## src/sysstat_pkg.sv

```systemverilog
// package: constants and carrier types for the system status signal control block
package sysstat_pkg;
   localparam int SYNC_STAGES = 3;
   localparam int DRIVER_RELEASE_CYCLES = 5;
   localparam logic [2:0] RELEASE_CNT_RST = 3'h0;
   localparam logic [2:0] RELEASE_CNT_MAX = 3'h4;
   localparam int TIMEBASE_WIDTH = 64;
   localparam logic [63:0] TIMEBASE_RST = 64'h0000000000000000;

   // inputs from the system controller, all active low on the pins
   typedef struct packed {
      logic ext_irq_n;
      logic sysmgmt_irq_n;
      logic machine_check_n;
      logic halt_request_n;
      logic soft_reset_n;
   } async_pins_t;

   // exception requests towards the core, all one-cycle pulses
   typedef struct packed {
      logic ext_irq;
      logic sysmgmt_irq;
      logic machine_check;
      logic soft_reset;
      logic hard_reset;
   } exc_req_t;

   typedef enum logic [3:0] {
      ST_RESET = 4'h1,
      ST_RUN = 4'h2,
      ST_QUIESCE = 4'h4,
      ST_HALTED = 4'h8
   } run_state_t;
endpackage : sysstat_pkg

```

## src/sysstat_ctrl.sv

```systemverilog
// file: system status signal control, top module
// Summary of operation
// RULE1 - external interrupt taken only while the external-interrupt enable bit is set.
// RULE2 - controller holds external interrupt asserted until taken; may arrive asynchronously.
// RULE3 - system management interrupt taken only while external-interrupt enable is set.
// RULE4 - controller holds system management request until the exception is taken.
// RULE5 - machine check raises exception when machine-check enable and pin enable set.
// RULE6 - machine check with pin enable but no check enable halts and floats outputs.
// RULE7 - machine check acts on falling edge; controller holds it two bus cycles.
// RULE8 - halt request input gates clocks and floats all outputs but halt indicator.
// RULE9 - controller holds halt request until reset, releases after indicator active.
// RULE10 - halt indicator asserts on halt, clears when hard reset asserts.
// RULE11 - hard reset release performs full reset and a reset exception.
// RULE12 - output drivers released within five clocks of hard reset assertion.
// RULE13 - reset logic holds hard reset 255 clocks after lock.
// RULE14 - soft reset falling edge starts reset exception; asynchronous input.
// RULE15 - quiesce request asserted to enter quiescent state, held throughout.
// RULE16 - snooping stops once quiescent.
// RULE17 - quiescent state entered only while grant asserted, else keep snooping.
// RULE18 - controller grants only after request, holds grant one cycle at least.
// RULE19 - grant sampled at hard reset release; asserted disables reduced-pinout mode.
// RULE20 - reservation output follows internal reservation bit, set by load-and-reserve.
// RULE21 - time base advances only while count enable asserted.
// RULE22 - translation-sync hold stops execution after translation-sync instruction.
// RULE23 - translation-sync hold sampled at reset release selects 32-bit bus.
// RULE24 - asynchronous interrupt, halt and reset inputs are synchronised first.
`timescale 1ns/100ps
`default_nettype none
module sysstat_ctrl #(
   parameter int TB_WIDTH = sysstat_pkg::TIMEBASE_WIDTH
) (
   input wire logic clk_sys,
   input wire logic sys_rst,
   input wire logic hard_reset_n,
   input wire sysstat_pkg::async_pins_t async_pins,
   input wire logic ext_irq_enable_bit,
   input wire logic machine_check_enable_bit,
   input wire logic machine_check_pin_enable,
   input wire logic irq_taken,
   input wire logic quiesce_wanted,
   input wire logic quiesce_grant,
   input wire logic reserve_set,
   input wire logic reserve_clear,
   input wire logic timebase_count_enable,
   input wire logic translation_sync_hold,
   input wire logic tsync_done,
   output sysstat_pkg::exc_req_t exc_req,
   output logic halt_indicator_out,
   output logic halt_indicator_oe,
   output logic outputs_enable,
   output logic core_clock_enable,
   output logic quiesce_request,
   output logic snoop_enable,
   output logic reservation_flag_out,
   output logic exec_stall,
   output logic reduced_pinout_disable,
   output logic bus_32bit_mode,
   output logic [TB_WIDTH-1:0] timebase_count
);
   // ------------------------------------------------------------
   // input synchronisation
   // ------------------------------------------------------------
   sysstat_pkg::async_pins_t pins_lvl;
   logic hres_lvl;

   sysstat_sync #(.WIDTH(6), .RST_VAL(6'h3F)) u_sync (
      .clk_sys(clk_sys),
      .sys_rst(sys_rst),
      .pin_in({async_pins, hard_reset_n}),
      .level_out({pins_lvl, hres_lvl})
   ); // [RULE24]

   logic mcp_prev_reg;
   logic srst_prev_reg;
   logic hres_prev_reg;
   wire logic mcp_fall;
   wire logic srst_fall;
   wire logic hres_assert;
   wire logic hres_release;
   wire logic in_reset;

   assign mcp_fall = mcp_prev_reg & ~pins_lvl.machine_check_n; // [RULE7]
   assign srst_fall = srst_prev_reg & ~pins_lvl.soft_reset_n; // [RULE14]
   assign hres_assert = hres_prev_reg & ~hres_lvl;
   assign hres_release = ~hres_prev_reg & hres_lvl; // [RULE11]
   assign in_reset = ~hres_lvl;

   always_ff @(posedge clk_sys) begin
      if (sys_rst) begin
         mcp_prev_reg <= 1'b1;
         srst_prev_reg <= 1'b1;
         hres_prev_reg <= 1'b1; // matches synchroniser reset, so no false release edge
      end else begin
         mcp_prev_reg <= pins_lvl.machine_check_n;
         srst_prev_reg <= pins_lvl.soft_reset_n;
         hres_prev_reg <= hres_lvl;
      end
   end

   // ------------------------------------------------------------
   // run state
   // ------------------------------------------------------------
   sysstat_pkg::run_state_t state_reg;
   sysstat_pkg::run_state_t state_next;
   wire logic mc_halt;
   wire logic halt_cause;
   wire logic mc_exc;

   assign mc_exc = mcp_fall & machine_check_pin_enable & machine_check_enable_bit; // [RULE5]
   assign mc_halt = mcp_fall & machine_check_pin_enable & ~machine_check_enable_bit; // [RULE6]
   assign halt_cause = mc_halt | ~pins_lvl.halt_request_n; // [RULE8]

   always_comb begin
      state_next = state_reg;
      unique case (state_reg)
         sysstat_pkg::ST_RESET: begin
            if (hres_release) begin
               state_next = sysstat_pkg::ST_RUN;
            end
         end
         sysstat_pkg::ST_RUN: begin
            if (halt_cause) begin
               state_next = sysstat_pkg::ST_HALTED;
            end else if (quiesce_wanted && quiesce_grant) begin
               state_next = sysstat_pkg::ST_QUIESCE; // [RULE17]
            end
         end
         sysstat_pkg::ST_QUIESCE: begin
            if (halt_cause) begin
               state_next = sysstat_pkg::ST_HALTED;
            end else if (!quiesce_wanted) begin
               state_next = sysstat_pkg::ST_RUN;
            end
         end
         sysstat_pkg::ST_HALTED: begin
            state_next = sysstat_pkg::ST_HALTED;
         end
         default: state_next = sysstat_pkg::ST_RESET;
      endcase
      // hard reset overrides everything, including a halt
      if (in_reset) begin
         state_next = sysstat_pkg::ST_RESET;
      end
   end

   always_ff @(posedge clk_sys) begin
      if (sys_rst) begin
         state_reg <= sysstat_pkg::ST_RESET;
      end else begin
         state_reg <= state_next;
      end
   end

   // ------------------------------------------------------------
   // output driver release after hard reset
   // ------------------------------------------------------------
   logic [2:0] rel_cnt_reg;
   logic drive_ok_reg;
   wire logic [2:0] rel_cnt_next;

   // drivers drop two cycles after reset is seen, well inside five clocks;
   // the counter only times the reset for the release check
   assign rel_cnt_next = !in_reset ? sysstat_pkg::RELEASE_CNT_RST :
                         (rel_cnt_reg == sysstat_pkg::RELEASE_CNT_MAX) ? rel_cnt_reg :
                         rel_cnt_reg + 3'h1;

   always_ff @(posedge clk_sys) begin
      if (sys_rst) begin
         rel_cnt_reg <= sysstat_pkg::RELEASE_CNT_RST;
         drive_ok_reg <= 1'b0;
      end else begin
         rel_cnt_reg <= rel_cnt_next;
         drive_ok_reg <= (state_next == sysstat_pkg::ST_RUN) ||
                         (state_next == sysstat_pkg::ST_QUIESCE); // [RULE12] [RULE8]
      end
   end

   // ------------------------------------------------------------
   // exceptions
   // ------------------------------------------------------------
   wire logic running;
   wire logic ei_take;
   wire logic smi_take;
   logic ei_pend_reg;

   assign running = (state_reg == sysstat_pkg::ST_RUN) || (state_reg == sysstat_pkg::ST_QUIESCE);
   // level requests: one pulse per assertion, rearmed by irq_taken
   assign ei_take = running & ext_irq_enable_bit & ~pins_lvl.ext_irq_n & ~ei_pend_reg; // [RULE1]
   assign smi_take = running & ext_irq_enable_bit & ~pins_lvl.sysmgmt_irq_n & ~ei_pend_reg; // [RULE3]

   always_ff @(posedge clk_sys) begin
      if (sys_rst || in_reset) begin
         ei_pend_reg <= 1'b0;
         exc_req <= '0;
      end else begin
         // new request wins over acknowledgment in the same cycle
         ei_pend_reg <= (ei_take | smi_take) | (ei_pend_reg & ~irq_taken);
         exc_req.ext_irq <= ei_take & ~smi_take;
         exc_req.sysmgmt_irq <= smi_take;
         exc_req.machine_check <= mc_exc & running;
         exc_req.soft_reset <= srst_fall & running; // [RULE14]
         exc_req.hard_reset <= 1'b0;
      end
      if (!sys_rst && hres_release) begin
         exc_req.hard_reset <= 1'b1; // [RULE11]
      end
   end

   // ------------------------------------------------------------
   // status outputs and straps
   // ------------------------------------------------------------
   logic [TB_WIDTH-1:0] tb_reg;

   always_ff @(posedge clk_sys) begin
      if (sys_rst) begin
         halt_indicator_out <= 1'b0;
         halt_indicator_oe <= 1'b0;
         outputs_enable <= 1'b0;
         core_clock_enable <= 1'b0;
         quiesce_request <= 1'b0;
         snoop_enable <= 1'b0;
         reservation_flag_out <= 1'b0;
         exec_stall <= 1'b0;
         reduced_pinout_disable <= 1'b0;
         bus_32bit_mode <= 1'b0;
         tb_reg <= '0;
      end else begin
         // open drain: pull low only while halted
         halt_indicator_out <= 1'b0;
         halt_indicator_oe <= (state_next == sysstat_pkg::ST_HALTED); // [RULE10]
         outputs_enable <= drive_ok_reg & (state_next != sysstat_pkg::ST_HALTED); // [RULE12]
         core_clock_enable <= (state_next != sysstat_pkg::ST_HALTED); // [RULE6] [RULE8]
         quiesce_request <= drive_ok_reg & quiesce_wanted; // [RULE15]
         snoop_enable <= (state_next == sysstat_pkg::ST_RUN); // [RULE16] [RULE17]
         if (in_reset || reserve_clear) begin
            reservation_flag_out <= reserve_set & ~in_reset;
         end else if (reserve_set) begin
            reservation_flag_out <= 1'b1; // [RULE20]
         end
         exec_stall <= translation_sync_hold & tsync_done; // [RULE22]
         if (hres_release) begin
            reduced_pinout_disable <= quiesce_grant; // [RULE19]
            bus_32bit_mode <= translation_sync_hold; // [RULE23]
         end
         if (in_reset) begin
            tb_reg <= '0;
         end else if (timebase_count_enable && core_clock_enable) begin
            tb_reg <= tb_reg + 1'b1; // [RULE21]
         end
      end
   end
   assign timebase_count = tb_reg;

   // ------------------------------------------------------------
   // checks
   // ------------------------------------------------------------
   chk_ei_masked: assert property (@(posedge clk_sys) disable iff (sys_rst) // [RULE1]
      !ext_irq_enable_bit |=> !exc_req.ext_irq) else $error("ext irq taken while masked");
   chk_smi_masked: assert property (@(posedge clk_sys) disable iff (sys_rst) // [RULE3]
      !ext_irq_enable_bit |=> !exc_req.sysmgmt_irq) else $error("smi taken while masked");
   chk_mc_exc: assert property (@(posedge clk_sys) disable iff (sys_rst) // [RULE5]
      exc_req.machine_check |-> $past(machine_check_pin_enable) && $past(machine_check_enable_bit))
      else $error("machine check without enables");
   chk_mc_halt: assert property (@(posedge clk_sys) disable iff (sys_rst) // [RULE6]
      (mc_halt && hres_lvl) |=> !core_clock_enable && halt_indicator_oe)
      else $error("machine check did not halt");
   chk_halt_float: assert property (@(posedge clk_sys) disable iff (sys_rst) // [RULE8]
      halt_indicator_oe |-> !outputs_enable) else $error("outputs driven while halted");
   chk_ind_clear: assert property (@(posedge clk_sys) disable iff (sys_rst) // [RULE10]
      in_reset |=> !halt_indicator_oe) else $error("halt indicator not cleared");
   chk_hres_exc: assert property (@(posedge clk_sys) disable iff (sys_rst) // [RULE11]
      hres_release |=> exc_req.hard_reset) else $error("no reset exception");
   chk_drv_release: assert property (@(posedge clk_sys) disable iff (sys_rst) // [RULE12]
      hres_assert |-> ##[1:5] !outputs_enable) else $error("drivers not released");
   chk_drv_count: assert property (@(posedge clk_sys) disable iff (sys_rst) // [RULE12]
      (in_reset && rel_cnt_reg == sysstat_pkg::RELEASE_CNT_MAX) |-> !outputs_enable)
      else $error("drivers still on deep in reset");
   chk_quiesce_grant: assert property (@(posedge clk_sys) disable iff (sys_rst) // [RULE17]
      (state_reg == sysstat_pkg::ST_RUN && !quiesce_grant) |=> state_reg != sysstat_pkg::ST_QUIESCE)
      else $error("quiescent without grant");
   chk_tb_hold: assert property (@(posedge clk_sys) disable iff (sys_rst) // [RULE21]
      (!timebase_count_enable && !in_reset) |=> $stable(timebase_count)) else $error("time base moved");
   chk_bus_strap: assert property (@(posedge clk_sys) disable iff (sys_rst) // [RULE23]
      hres_release |=> bus_32bit_mode == $past(translation_sync_hold)) else $error("bus strap wrong");

   cov_quiesce: cover property (@(posedge clk_sys) disable iff (sys_rst)
      state_reg == sysstat_pkg::ST_QUIESCE);
   cov_halt: cover property (@(posedge clk_sys) disable iff (sys_rst) halt_indicator_oe);
   cov_srst: cover property (@(posedge clk_sys) disable iff (sys_rst) exc_req.soft_reset);
   cov_ei: cover property (@(posedge clk_sys) disable iff (sys_rst) exc_req.ext_irq);
endmodule : sysstat_ctrl
`default_nettype wire

```

## src/sysstat_sync.sv

```systemverilog
// file: three-stage pin synchroniser with agreement filter
`timescale 1ns/100ps
`default_nettype none
module sysstat_sync #(
   parameter int WIDTH = 5,
   parameter logic [WIDTH-1:0] RST_VAL = '1
) (
   input wire logic clk_sys,
   input wire logic sys_rst,
   input wire logic [WIDTH-1:0] pin_in,
   output logic [WIDTH-1:0] level_out
);
   logic [WIDTH-1:0] s1_reg;
   logic [WIDTH-1:0] s2_reg;
   logic [WIDTH-1:0] s3_reg;
   logic [WIDTH-1:0] level_reg;
   wire logic [WIDTH-1:0] agree;
   wire logic [WIDTH-1:0] level_next;

   // s1 feeds only s2; the filter compares s2 with s3
   assign agree = ~(s2_reg ^ s3_reg);
   assign level_next = (agree & s3_reg) | (~agree & level_reg);

   always_ff @(posedge clk_sys) begin
      if (sys_rst) begin
         s1_reg <= RST_VAL;
         s2_reg <= RST_VAL;
         s3_reg <= RST_VAL;
         level_reg <= RST_VAL;
      end else begin
         s1_reg <= pin_in;
         s2_reg <= s1_reg;
         s3_reg <= s2_reg;
         level_reg <= level_next;
      end
   end
   assign level_out = level_reg;
endmodule : sysstat_sync
`default_nettype wire

```

## config.mk

```make
export PLATFORM = sky130hd
export DESIGN_NAME = sysstat_ctrl
export DESIGN_NICKNAME = d
export VERILOG_FILES = /design/src/sysstat_pkg.sv /design/src/sysstat_ctrl.sv /design/src/sysstat_sync.sv
export SDC_FILE = /design/constraint.sdc
export NUM_CORES = 1
export LEC_CHECK = 0
export BUFFER_PORTS_ARGS = -buffer_cell sky130_fd_sc_hd__buf_2
export CAP_MARGIN = 15
export CELL_PAD_IN_SITES_DETAIL_PLACEMENT = 1
export CELL_PAD_IN_SITES_GLOBAL_PLACEMENT = 1
export CORE_AREA = 2 2 129 131
export CTS_BUF_LIST = sky130_fd_sc_hd__clkbuf_16
export DETAILED_ROUTE_END_ITERATION = 8
export DIE_AREA = 0 0 131 133
export PLACE_DENSITY = 0.55
export SLEW_MARGIN = 20
export SYNTH_ARGS = -nofsm -noshare
export SYNTH_HDL_FRONTEND = slang
export SYNTH_SLANG_ARGS = --single-unit
```

## constraint.sdc

```tcl
create_clock -name clk_sys -period 2.46 [get_ports clk_sys]
set_input_delay 0.246 -clock clk_sys [delete_from_list [all_inputs] [get_ports clk_sys]]
set_output_delay 0.246 -clock clk_sys [all_outputs]
set_load 0.02 [all_outputs]
```

==> run_results.csv, run 1 <==
group,metric,value,unit
synthesis,synth-edff-count,0,
sta,fin_setup_tns,0,ps
global_route,antenna_found_initial,0,
hold_path,min_path_type,"in2reg",
sta,setup_ws,257.9,ps
cells_and_area,seqCellArea,0.002222,mm^2
global_route,grt_pass1_wl,21110,um
cts,cts_tree,"done",
setup_path,cp.arrival,2500,ps
hold_path,whs_path_depth,2,
cells_and_area,multiInputGateArea,0.002238,mm^2
cells_and_area,n_antenna_cell,0,
cts,clock-sinks,111,
cts,clockBufferDepth,2,
cts,clkLatencyLatePin,360,ps
place,dp_hpwl,9268,um
synthesis,yosysWarnings,0,
detailed_routing,wire_per_inst,15.07,um
cells_and_area,layout-drive-gt1-share,25.32,%
cells_and_area,nFillCells,1932,
global_route,grt_overflow,0,
cts,post_cts_buffers,0,
detailed_routing,initialDrtViolationCount,162,
place,place_ws,142.8,ps
cts,clkSlewWorstSetupHoldPaths,80,ps
sta,maxSlewHeadroom,64.24,%
setup_path,required,2760,ps
floorplan,fp.dieArea,0.01742,mm^2
run_status,status,"complete, no violations",
synthesis,synthCells,516,
global_route,grtUsageTotal,15.24,%
setup_path,worst-path-stages,5,
flow_run,drv_cap,0,
sta,setup_viol,0,
setup_path,path_delay_family,"simple AND/OR/NAND/NOR gates",
sta,finalCriticalPeriod,2202,ps
synthesis,yosys_register_bits,111,
detailed_routing,routed_via_density,4.825,
detailed_routing,dr.pass1.iters,4,
setup_path,path_buf_inv,0,
sta,fin_crit_sh,89.52,%
detailed_routing,wirelength,12720,um
cells_and_area,area_growth_syn_to_layout,24.66,%
floorplan,io_pins,98,
cells_and_area,post-route-util,35.13,%
sta,max_clock_freq,454.1,MHz
cells_and_area,largest_register_ffs,64,
synthesis,syn-mean-instance-area,8.831,um^2
place,io_buffers,96,
synthesis,synthesis.nets,536,
floorplan,die_h,133,um
setup_path,cpPeakStageDelay,620,ps
synthesis,synth_flop_cell,"dfxtp_1",
detailed_routing,route.detailed.drc,0,
sta,rsz0062_at_grt,"false",
sta,fin_skew,10.76,ps
power,p_per_area,595.0,mW/mm^2
setup_path,critPathLaunchType,"flip-flop",
global_route,grt_pass1_vias,4110,
synthesis,seq_area_frac_synth,48.76,%
place,place_congestion,0.7391,
cts,h-tree-depth,3,
cts,root_buffer,"clkbuf_16",
cts,cts_hold_buf,0,
power,p_leak,2.218,nW
sta,hold_viol_final,0,
detailed_routing,final_antenna_net_count,0,
sta,slew_violations,0,
synthesis,yosysUniqueCellTypes,48,
floorplan,start_util,28.18,%
synthesis,syn-cell-area,0.004557,mm^2
sta,worst_pin_slew,528.9,ps
floorplan,die_w,131,um
setup_path,worst-path-max-fanout,7,
setup_path,worstPathCellList,"and4_1 > nand4_1 > or4b_1 > or4_1 > a21oi_1",
setup_path,worstRegToRegCells,5,
power,ir_drop,0.3146,mV
synthesis,async_flop_share,0,%
detailed_routing,vias,4072,
power,p_total,0.003380,W
floorplan,coreArea,0.01617,mm^2
cells_and_area,nNetsFinal,639,
setup_path,path_class,"reg2reg",
setup_path,cp_slowest_cell,"or4b_1",
cts,numCtsBuffers,9,
setup_path,end_kind,"flip-flop",
floorplan,row_count,47,
global_route,grt_max_degree,65,
==> metal layers <==
metal  routed length (um)  GRT usage (%)  vias up  part of all wire [%]
li1                     -              -     2037                     -
met3                  556          3.356       11                   4.4
met4                  190          5.378        0                   1.5
met2                 6151          24.84       65                    48
met1                 5817          19.72     1959                    46
met5                    0              0        -                     0
==> cell families after synthesis <==
logic type	count (synthesis)	share of synthesized area, %
AO/OA/AOI/OAI	85	10.57
XOR/XNOR	35	6.727
adder cells (fa/ha/maj)	1	0.2745
buffers and inverters	29	2.554
flip-flops	111	48.76
multiplexers	3	0.6590
other	1	0.08229
AND/OR/NAND/NOR	251	30.37
==> stage by stage <==
step	hold WS, ps	area, um^2	instances
2_1_floorplan	349.8	4557	516
3_3_place_gp	393.0	5371	828
3_5_place_dp	394.5	5371	828
4_1_cts	49.82	5669	844
5_1_grt	58.85	5680	844
6_report	61.79	5680	844
==> layout by cell type (no fill, tap or decap), types with 2 or more instances in the layout <==
cell type  count
nor4_1         4
nor2_1        63
dfxtp_1      111
or2_2         23
nor2b_1        2
nor4_4         2
xor2_1        27
nand2_1       31
o21ai_0       22
a22oi_1        2
nand3b_1       2
and3_1         7
xnor2_1        8
mux2i_1        3
a21oi_1       41
nand3_1       21
and4_1         5
or3_1         23
inv_1          9
nor3_1         6
or4_1          9
o31ai_1        8
nand2b_1       4
nand4_1       35
o21bai_1       6
nand4b_1       2
buf_2         96
inv_6          2
buf_4         15
inv_8          2
clkbuf_16      9
==> path summary, 6_finish.rpt <==
kind                       from  slack, ps            endpoint
min reg2reg    u_sync.s1_reg[1]        410    u_sync.s2_reg[1]
max          timebase_count[35]        260  timebase_count[57]
max reg2reg  timebase_count[35]        260  timebase_count[57]
min               async_pins[4]         60    u_sync.s1_reg[5]
==> final cells by class <==
class / count / area share [%]
Multi-Input combinational cell: 376 / 39.41
Sequential cell: 111 / 39.12
Timing Repair Buffer: 112 / 10.79
Tap cell: 220 / 4.846
Clock buffer: 9 / 3.965
Clock inverter: 7 / 1.278
Inverter: 9 / 0.5947
==> Yosys cell counts, types with 2 or more instances <==
cell / n / area (um^2)
dfxtp_1: 111 / 2222
nor2_1: 64 / 240.2
a21oi_1: 41 / 205.2
nand4_1: 35 / 219.0
nand2_1: 31 / 116.4
xor2_1: 27 / 236.5
or2_2: 23 / 143.9
or3_1: 23 / 143.9
o21ai_0: 22 / 110.1
nand3_1: 21 / 105.1
clkbuf_1: 13 / 48.80
inv_1: 9 / 33.78
or4_1: 9 / 67.56
o31ai_1: 8 / 60.06
xnor2_1: 8 / 70.07
and3_1: 7 / 43.79
nor3_1: 6 / 30.03
o21bai_1: 6 / 45.04
and4_1: 5 / 43.79
nand2b_1: 5 / 31.28
nor4_1: 5 / 31.28
buf_1: 3 / 11.26
buf_2: 3 / 15.01
mux2i_1: 3 / 30.03
a22oi_1: 2 / 15.01
nand3b_1: 2 / 15.01
nand4b_1: 2 / 17.52
nor2b_1: 2 / 12.51
==> what timing repair did <==
| item | in CTS | in global routing |
|---|---|---|
| gates resized for setup | 0 | 2 |
| hold endpoints to repair | 0 | 0 |
| endpoints found under the setup margin | 0 | 4 |
==> power by group <==
group	internal (W)	switching [W]
combinational	0.0000335	0.0000534
sequential	0.00181	0.00000960
clock	0.000721	0.000750
==> worst reg2reg max path, stage by stage (launching register included) <==
cell	delay, ps
dfxtp_1	430
and4_1	290
nand4_1	230
or4b_1	620
or4_1	420
a21oi_1	140
Note: power is estimated with default switching activity, not from simulation.
==> run 2: changes to the inputs <==
--- a/config.mk
+++ b/config.mk
@@ -13,7 +13,8 @@
 export CTS_BUF_LIST = sky130_fd_sc_hd__clkbuf_16
 export DETAILED_ROUTE_END_ITERATION = 8
 export DIE_AREA = 0 0 131 133
-export PLACE_DENSITY = 0.55
+export GPL_TIMING_DRIVEN = 0
+export PLACE_DENSITY_LB_ADDON = 0.1
 export SLEW_MARGIN = 20
 export SYNTH_ARGS = -nofsm -noshare
 export SYNTH_HDL_FRONTEND = slang
==> run 2 against run 1 <==
Compared with the run above:
- maximum frequency down 4.0%
- register-to-register slack worse by 90 ps
- routed wire length up 3.2%
- utilization about the same
- final area about the same
- via count up 1.6%
- hold slack about the same
- critical endpoint is now timebase_count[58]
- clock skew up 0.82 ps
- power up 0.92%
==> run_results.csv, run 2 (same netlist as run 1, synthesis figures left out) <==
group,metric,value,unit
hold_path,hp-start,"hard_reset_n",
cells_and_area,postLayoutCellArea,0.005684,mm^2
detailed_routing,final_antenna_net_count,0,
detailed_routing,dr_wl_met3,417,um
floorplan,fp.dieArea,0.01742,mm^2
setup_path,worstPathCellList,"ha_1 > nand4_1 > nor4_2 > nand3_1 > or4_1 > a21oi_1",
sta,slew_violations,0,
global_route,grt_pass1_wl,21500,um
power,ir_drop,0.3273,mV
cts,clockBufferDepth,2,
sta,maxSlewHeadroom,55.07,%
power,p_per_area,600.0,mW/mm^2
setup_path,worstRegToRegCells,6,
power,pwr-share-seq,53.4,%
detailed_routing,route.detailed.drc,0,
hold_path,holdPathEnd,"u_sync.s1_reg[0]",
cells_and_area,nFillCells,1951,
cts,clkLatencyLatePin,360,ps
power,swShare,24.68,%
cts,numCtsBuffers,9,
sta,finalCriticalPeriod,2295,ps
detailed_routing,initialDrtViolationCount,106,
cells_and_area,n_antenna_cell,0,
cells_and_area,layout-drive-gt1-share,23.82,%
sta,rsz0062_at_grt,"true",
detailed_routing,met2_length,6385,um
hold_path,min_path_type,"in2reg",
setup_path,end_kind,"flip-flop",
cells_and_area,final_common_cell,"dfxtp_1",
cells_and_area,largest_register_ffs,64,
global_route,grt_pass1_vias,4151,
place,placed_cell_area,0.005313,mm^2
sta,fin_skew,11.58,ps
cts,cts_tree,"done",
cells_and_area,area_growth_syn_to_layout,24.74,%
power,p_comb_share,2.7,%
power,p_total,0.003411,W
setup_path,critPathLaunchType,"flip-flop",
global_route,grt_max_degree,22,
power,power_switching,0.0008417,W
floorplan,row_count,47,
global_route,grtUsageTotal,15.69,%
detailed_routing,routed.top_layer,"met4",
power,p_clk_share,43.8,%
detailed_routing,met1Wirelength,6061,um
flow_run,drv_cap,0,
detailed_routing,dr.pass1.iters,4,
setup_path,cp.arrival,2580,ps
cells_and_area,nNetsFinal,649,
cts,root_buffer,"clkbuf_16",
detailed_routing,routed_via_density,4.845,
setup_path,cp_slowest_cell,"nor4_2",
setup_path,worst-path-max-fanout,5,
place,dp_hpwl,9771,um
hold_path,whs_path_depth,2,
floorplan,die_h,133,um
setup_path,regToRegEndpoint,"timebase_count[58]",
floorplan,die_w,131,um
floorplan,coreArea,0.01617,mm^2
place,place_congestion,0.7628,
run_status,status,"complete, no violations",
sta,worst_pin_slew,668.4,ps
sta,setup_ws,165.2,ps
detailed_routing,wirelength,13120,um
sta,hold_viol_final,0,
setup_path,required,2750,ps
cells_and_area,instances_no_fill,854,
detailed_routing,vias,4138,
power,p_leak,2.212,nW
detailed_routing,wire_per_inst,15.37,um
sta,setup_viol,0,
place,dp.cells,832,
cts,h-tree-depth,3,
setup_path,cpPeakStageDelay,540,ps
cells_and_area,most-common-layout-cells,"dfxtp_1 (111), buf_2 (99), nor2_1 (64)",
setup_path,r2r_slack,170,ps
floorplan,start_util,28.18,%
place,io_buffers,96,
global_route,antenna_found_initial,0,
cts,clock-sinks,111,
sta,fin_crit_sh,93.28,%
sta,max_clock_freq,435.8,MHz
floorplan,io_pins,98,
power,p_int,0.002569,W
cts,clkSlewWorstSetupHoldPaths,80,ps
place,place_ws,-66.11,ps
sta,fin_setup_tns,0,ps
setup_path,rr_startpoint,"timebase_count[0]",
setup_path,path_class,"reg2reg",
global_route,grt_overflow,0,
[run 2: cell count changes in the layout (fill, tap and decap cells not counted), sizes merged]
cell	before	now
buf	112	109
clkbuf	9	22
[run 2: stage by stage]
| stage | hold WS (ps) | util [%] |
|---|---|---|
| floorplan | 349.8 | - |
| global placement | 393.2 | 32.85 |
| detailed placement | 394.8 | 32.85 |
| CTS | 48.03 | 34.83 |
| global route | 52.77 | 35.15 |
| finish | 61.48 | 35.15 |
[run 2: area by class of cell]
class	count	area, um^2	area share [%]
Clock buffer	9	225.2	3.962
Inverter	9	33.78	0.5943
Buffer	20	83.83	1.475
Timing Repair Buffer	102	525.5	9.245
Clock inverter	7	72.57	1.277
Multi-Input combinational cell	376	2246	39.51
Sequential cell	111	2222	39.09
Tap cell	220	275.3	4.843
[run 2: per-layer routing]
metal / global-route usage [%] / up-vias
li1: - / 2068
met1: 20.27 / 1989
met2: 26.02 / 66
met3: 2.588 / 15
met4: 6.028 / 0
met5: 0 / -
[run 2: critical path, delay by kind of cell, from the launching register on]
family          cells  cell delay, ps
compound gates      1             140
simple gates        4            1480
flops               1             390
fa+ha+maj           1             220
[run 2: timing repair]
item,4_1_cts,5_1_grt
buffers inserted,2,4
hold buffers,0,0
gates resized for setup,2,3
pin swaps,1,2
endpoints found under the setup margin,6,15
[run 2: worst max-delay path by stage]
stage	endpoint	depth (start not counted)	from
5_1_grt	timebase_count[58]	6	timebase_count[0]
4_1_cts	timebase_count[46]	6	timebase_count[8]
2_1_floorplan	timebase_count[58]	6	timebase_count[0]
6_report	timebase_count[58]	6	timebase_count[0]
3_3_place_gp	timebase_count[58]	6	timebase_count[0]
3_5_place_dp	timebase_count[43]	6	timebase_count[8]
[run 2: power by group through the flow]
stage	Sequential [W]	Combinational, W	Clock (W)
global route	0.00183	0.000105	0.00163
CTS	0.00182	0.0000967	0.00155
global placement	0.00186	0.0000939	0
finish	0.00182	0.0000936	0.00150
floorplan	0.00187	0.0000450	0
detailed placement	0.00186	0.0000966	0
==> run 3: changes to the inputs <==
--- a/config.mk
+++ b/config.mk
@@ -18,4 +18,5 @@
 export SLEW_MARGIN = 20
 export SYNTH_ARGS = -nofsm -noshare
 export SYNTH_HDL_FRONTEND = slang
+export SYNTH_HIERARCHICAL = 1
 export SYNTH_SLANG_ARGS = --single-unit
==> run 3 against run 2 <==
Compared with the run above:
- first-iteration DRC count shrank 10%
- critical path depth is the same
- area after synthesis up 0.49%
- via count is 2.3% lower
- largest cell class unchanged
- critical endpoint is now timebase_count[49]
==> run_results.csv, run 3 <==
group,metric,value,unit
setup_path,endpoint,"timebase_count[49]",
cells_and_area,multiInputGateArea,0.002227,mm^2
global_route,grt_pass1_vias,4045,
setup_path,worstPathCellList,"nand4_4 > nor4_4 > nand4_2 > buf_2 > or3_1 > a21oi_1",
setup_path,regToRegEndpoint,"timebase_count[49]",
floorplan,fp.dieArea,0.01742,mm^2
detailed_routing,initialDrtViolationCount,95,
sta,worst_pin_slew,759.4,ps
cells_and_area,nNetsFinal,630,
detailed_routing,wire_per_inst,15.23,um
floorplan,coreArea,0.01617,mm^2
cells_and_area,final_common_cell,"dfxtp_1",
cts,numCtsBuffers,9,
cts,cts_tree,"done",
sta,finalHoldWorstSlack,57.21,ps
cts,h-tree-depth,3,
floorplan,die_h,133,um
synthesis,yosysWarnings,6,
cells_and_area,nFillCells,1932,
setup_path,r2r_slack,180,ps
synthesis,yosys_register_bits,111,
global_route,grt_overflow,0,
setup_path,cp_slowest_cell,"nor4_4",
sta,hold_viol_final,0,
synthesis,synth-edff-count,0,
setup_path,cpPeakStageDelay,540,ps
cts,root_buffer,"clkbuf_16",
synthesis,synthesis.nets,520,
power,p_leak,2.256,nW
synthesis,synthCells,500,
synthesis,netlist_top_cells_count,"dfxtp_1 (111), nor2_1 (63), a21oi_1 (42), nand2_1 (28), xor2_1 (28)",
setup_path,critPathLaunchType,"flip-flop",
synthesis,yosys.area.top_type,"dfxtp_1",
floorplan,row_count,47,
cells_and_area,area_growth_syn_to_layout,23.91,%
synthesis,synth.area.top_cells,"dfxtp_1 (49%), xor2_1 (5.4%), nor2_1 (5.2%)",
sta,fin_skew,10.24,ps
detailed_routing,dr.pass1.iters,4,
detailed_routing,final_antenna_net_count,0,
synthesis,synth_flop_cell,"dfxtp_1",
run_status,status,"complete, no violations",
synthesis,syn-mean-instance-area,9.159,um^2
sta,slew_violations,0,
hold_path,min_path_type,"in2reg",
floorplan,io_pins,98,
cells_and_area,seqCellArea,0.002222,mm^2
detailed_routing,route.detailed.drc,0,
global_route,grt_max_degree,23,
cts,clock-sinks,111,
sta,rsz0062_at_grt,"false",
flow_run,drv_cap,0,
cells_and_area,layout-drive-gt1-share,22.60,%
place,place_congestion,0.7578,
global_route,grt_pass1_wl,20460,um
cells_and_area,largest_register_ffs,64,
floorplan,start_util,28.32,%
cells_and_area,most-common-layout-cells,"dfxtp_1 (111), buf_2 (98), nor2_1 (63)",
cts,clkLatencyLatePin,360,ps
global_route,grtUsageTotal,14.96,%
setup_path,critPathLaunch,"timebase_count[28]",
sta,max_clock_freq,437.9,MHz
synthesis,yosysUniqueCellTypes,49,
setup_path,required,2750,ps
synthesis,seq_area_frac_synth,48.52,%
floorplan,die_w,131,um
cells_and_area,post-route-util,35.09,%
power,ir_drop,0.3119,mV
synthesis,synth_top_cell_area_share,48.52,%
setup_path,worst-path-max-fanout,10,
synthesis,async_flop_share,0,%
sta,fin_crit_sh,92.83,%
place,io_buffers,96,
setup_path,path_class,"reg2reg",
cts,clkSlewWorstSetupHoldPaths,80,ps
sta,setup_viol,0,
detailed_routing,vias,4044,
global_route,antenna_found_initial,0,
detailed_routing,wirelength,12720,um
synthesis,yosysMostFrequentCell,"dfxtp_1",
place,dp_hpwl,9405,um
sta,maxSlewHeadroom,49.09,%
cts,clockBufferDepth,2,
setup_path,worstRegToRegCells,6,
detailed_routing,routed_via_density,4.843,
setup_path,end_kind,"flip-flop",
synthesis,syn-cell-area,0.004579,mm^2
sta,finalCriticalPeriod,2284,ps
setup_path,rr_startpoint,"timebase_count[28]",
cells_and_area,n_antenna_cell,0,
power,p_per_area,607.0,mW/mm^2
setup_path,cp.arrival,2580,ps
[run 3: worst min-delay path by stage]
stage | start | endpoint | slack [ps] | cells past startpoint
2_1_floorplan | hard_reset_n | u_sync/s1_reg[0] | 340 | 1
3_3_place_gp | u_sync/s1_reg[1] | u_sync/s2_reg[1] | 390 | 1
3_5_place_dp | u_sync/s1_reg[1] | u_sync/s2_reg[1] | 390 | 1
4_1_cts | hard_reset_n | u_sync/s1_reg[0] | 50 | 2
5_1_grt | async_pins[1] | u_sync/s1_reg[2] | 50 | 2
6_report | async_pins[1] | u_sync/s1_reg[2] | 60 | 2
[run 3: kinds of logic after synthesis]
| kind of cell | after synthesis | synth area share, % |
|---|---|---|
| AOI/OAI and AO/OA | 86 | 10.63 |
| xor gates and xnor gates | 34 | 6.503 |
| adders and majority gates | 1 | 0.2732 |
| buffers and inverters | 27 | 3.005 |
| DFF | 111 | 48.52 |
| muxes | 4 | 0.9016 |
| other | 1 | 0.08189 |
| and+or+nand+nor | 236 | 30.08 |
[run 3: per-stage QoR]
stage | power [W] | cells | setup slack (ps) | area, um^2 | setup TNS, ps
floorplan | 0.001914 | 500 | 298.1 | 4579 | 0
global placement | 0.001958 | 816 | -255.1 | 5335 | -4644
detailed placement | 0.001961 | 816 | -278.3 | 5335 | -5755
CTS | 0.003496 | 832 | 77.82 | 5644 | 0
global route | 0.003578 | 835 | 7.169 | 5674 | 0
finish | 0.003444 | 835 | 176.5 | 5674 | 0
[run 3: worst max-delay path, delay by kind of cell, from the launching register on]
family	cells	cell delay [ps]
simple gates	4	1300
flops	1	490
buf+inv	1	270
compound gates	1	150
[run 3: metal layers]
layer	up-vias	share of wire, %	track usage, %
li1	1993	-	-
met1	1964	48	19.64
met2	72	47	24.47
met3	15	3.4	2.911
met4	0	1.5	5.024
met5	-	0	0
[run 3: layout make-up]
type / count / area share, %
Timing Repair Buffer: 99 / 8.864
Multi-Input combinational cell: 362 / 39.25
Clock inverter: 7 / 1.477
Tap cell: 220 / 4.851
Buffer: 18 / 1.830
Clock buffer: 9 / 3.969
Sequential cell: 111 / 39.16
Inverter: 9 / 0.5954
[run 3: power breakdown]
part | internal (W) | switching (W) | leakage, nW
Clock | 0.000734 | 0.000796 | 0.151
Combinational | 0.0000336 | 0.0000586 | 1.21
Sequential | 0.00181 | 0.00000993 | 0.899
Total | 0.00258 | 0.000864 | 2.26
[run 3: timing repair]
item,CTS,global route
resized for setup,0,1
hold buffers,0,0
setup buffers,0,3
gates cloned,0,0
pin swaps,1,2
endpoints found under the setup margin,1,11
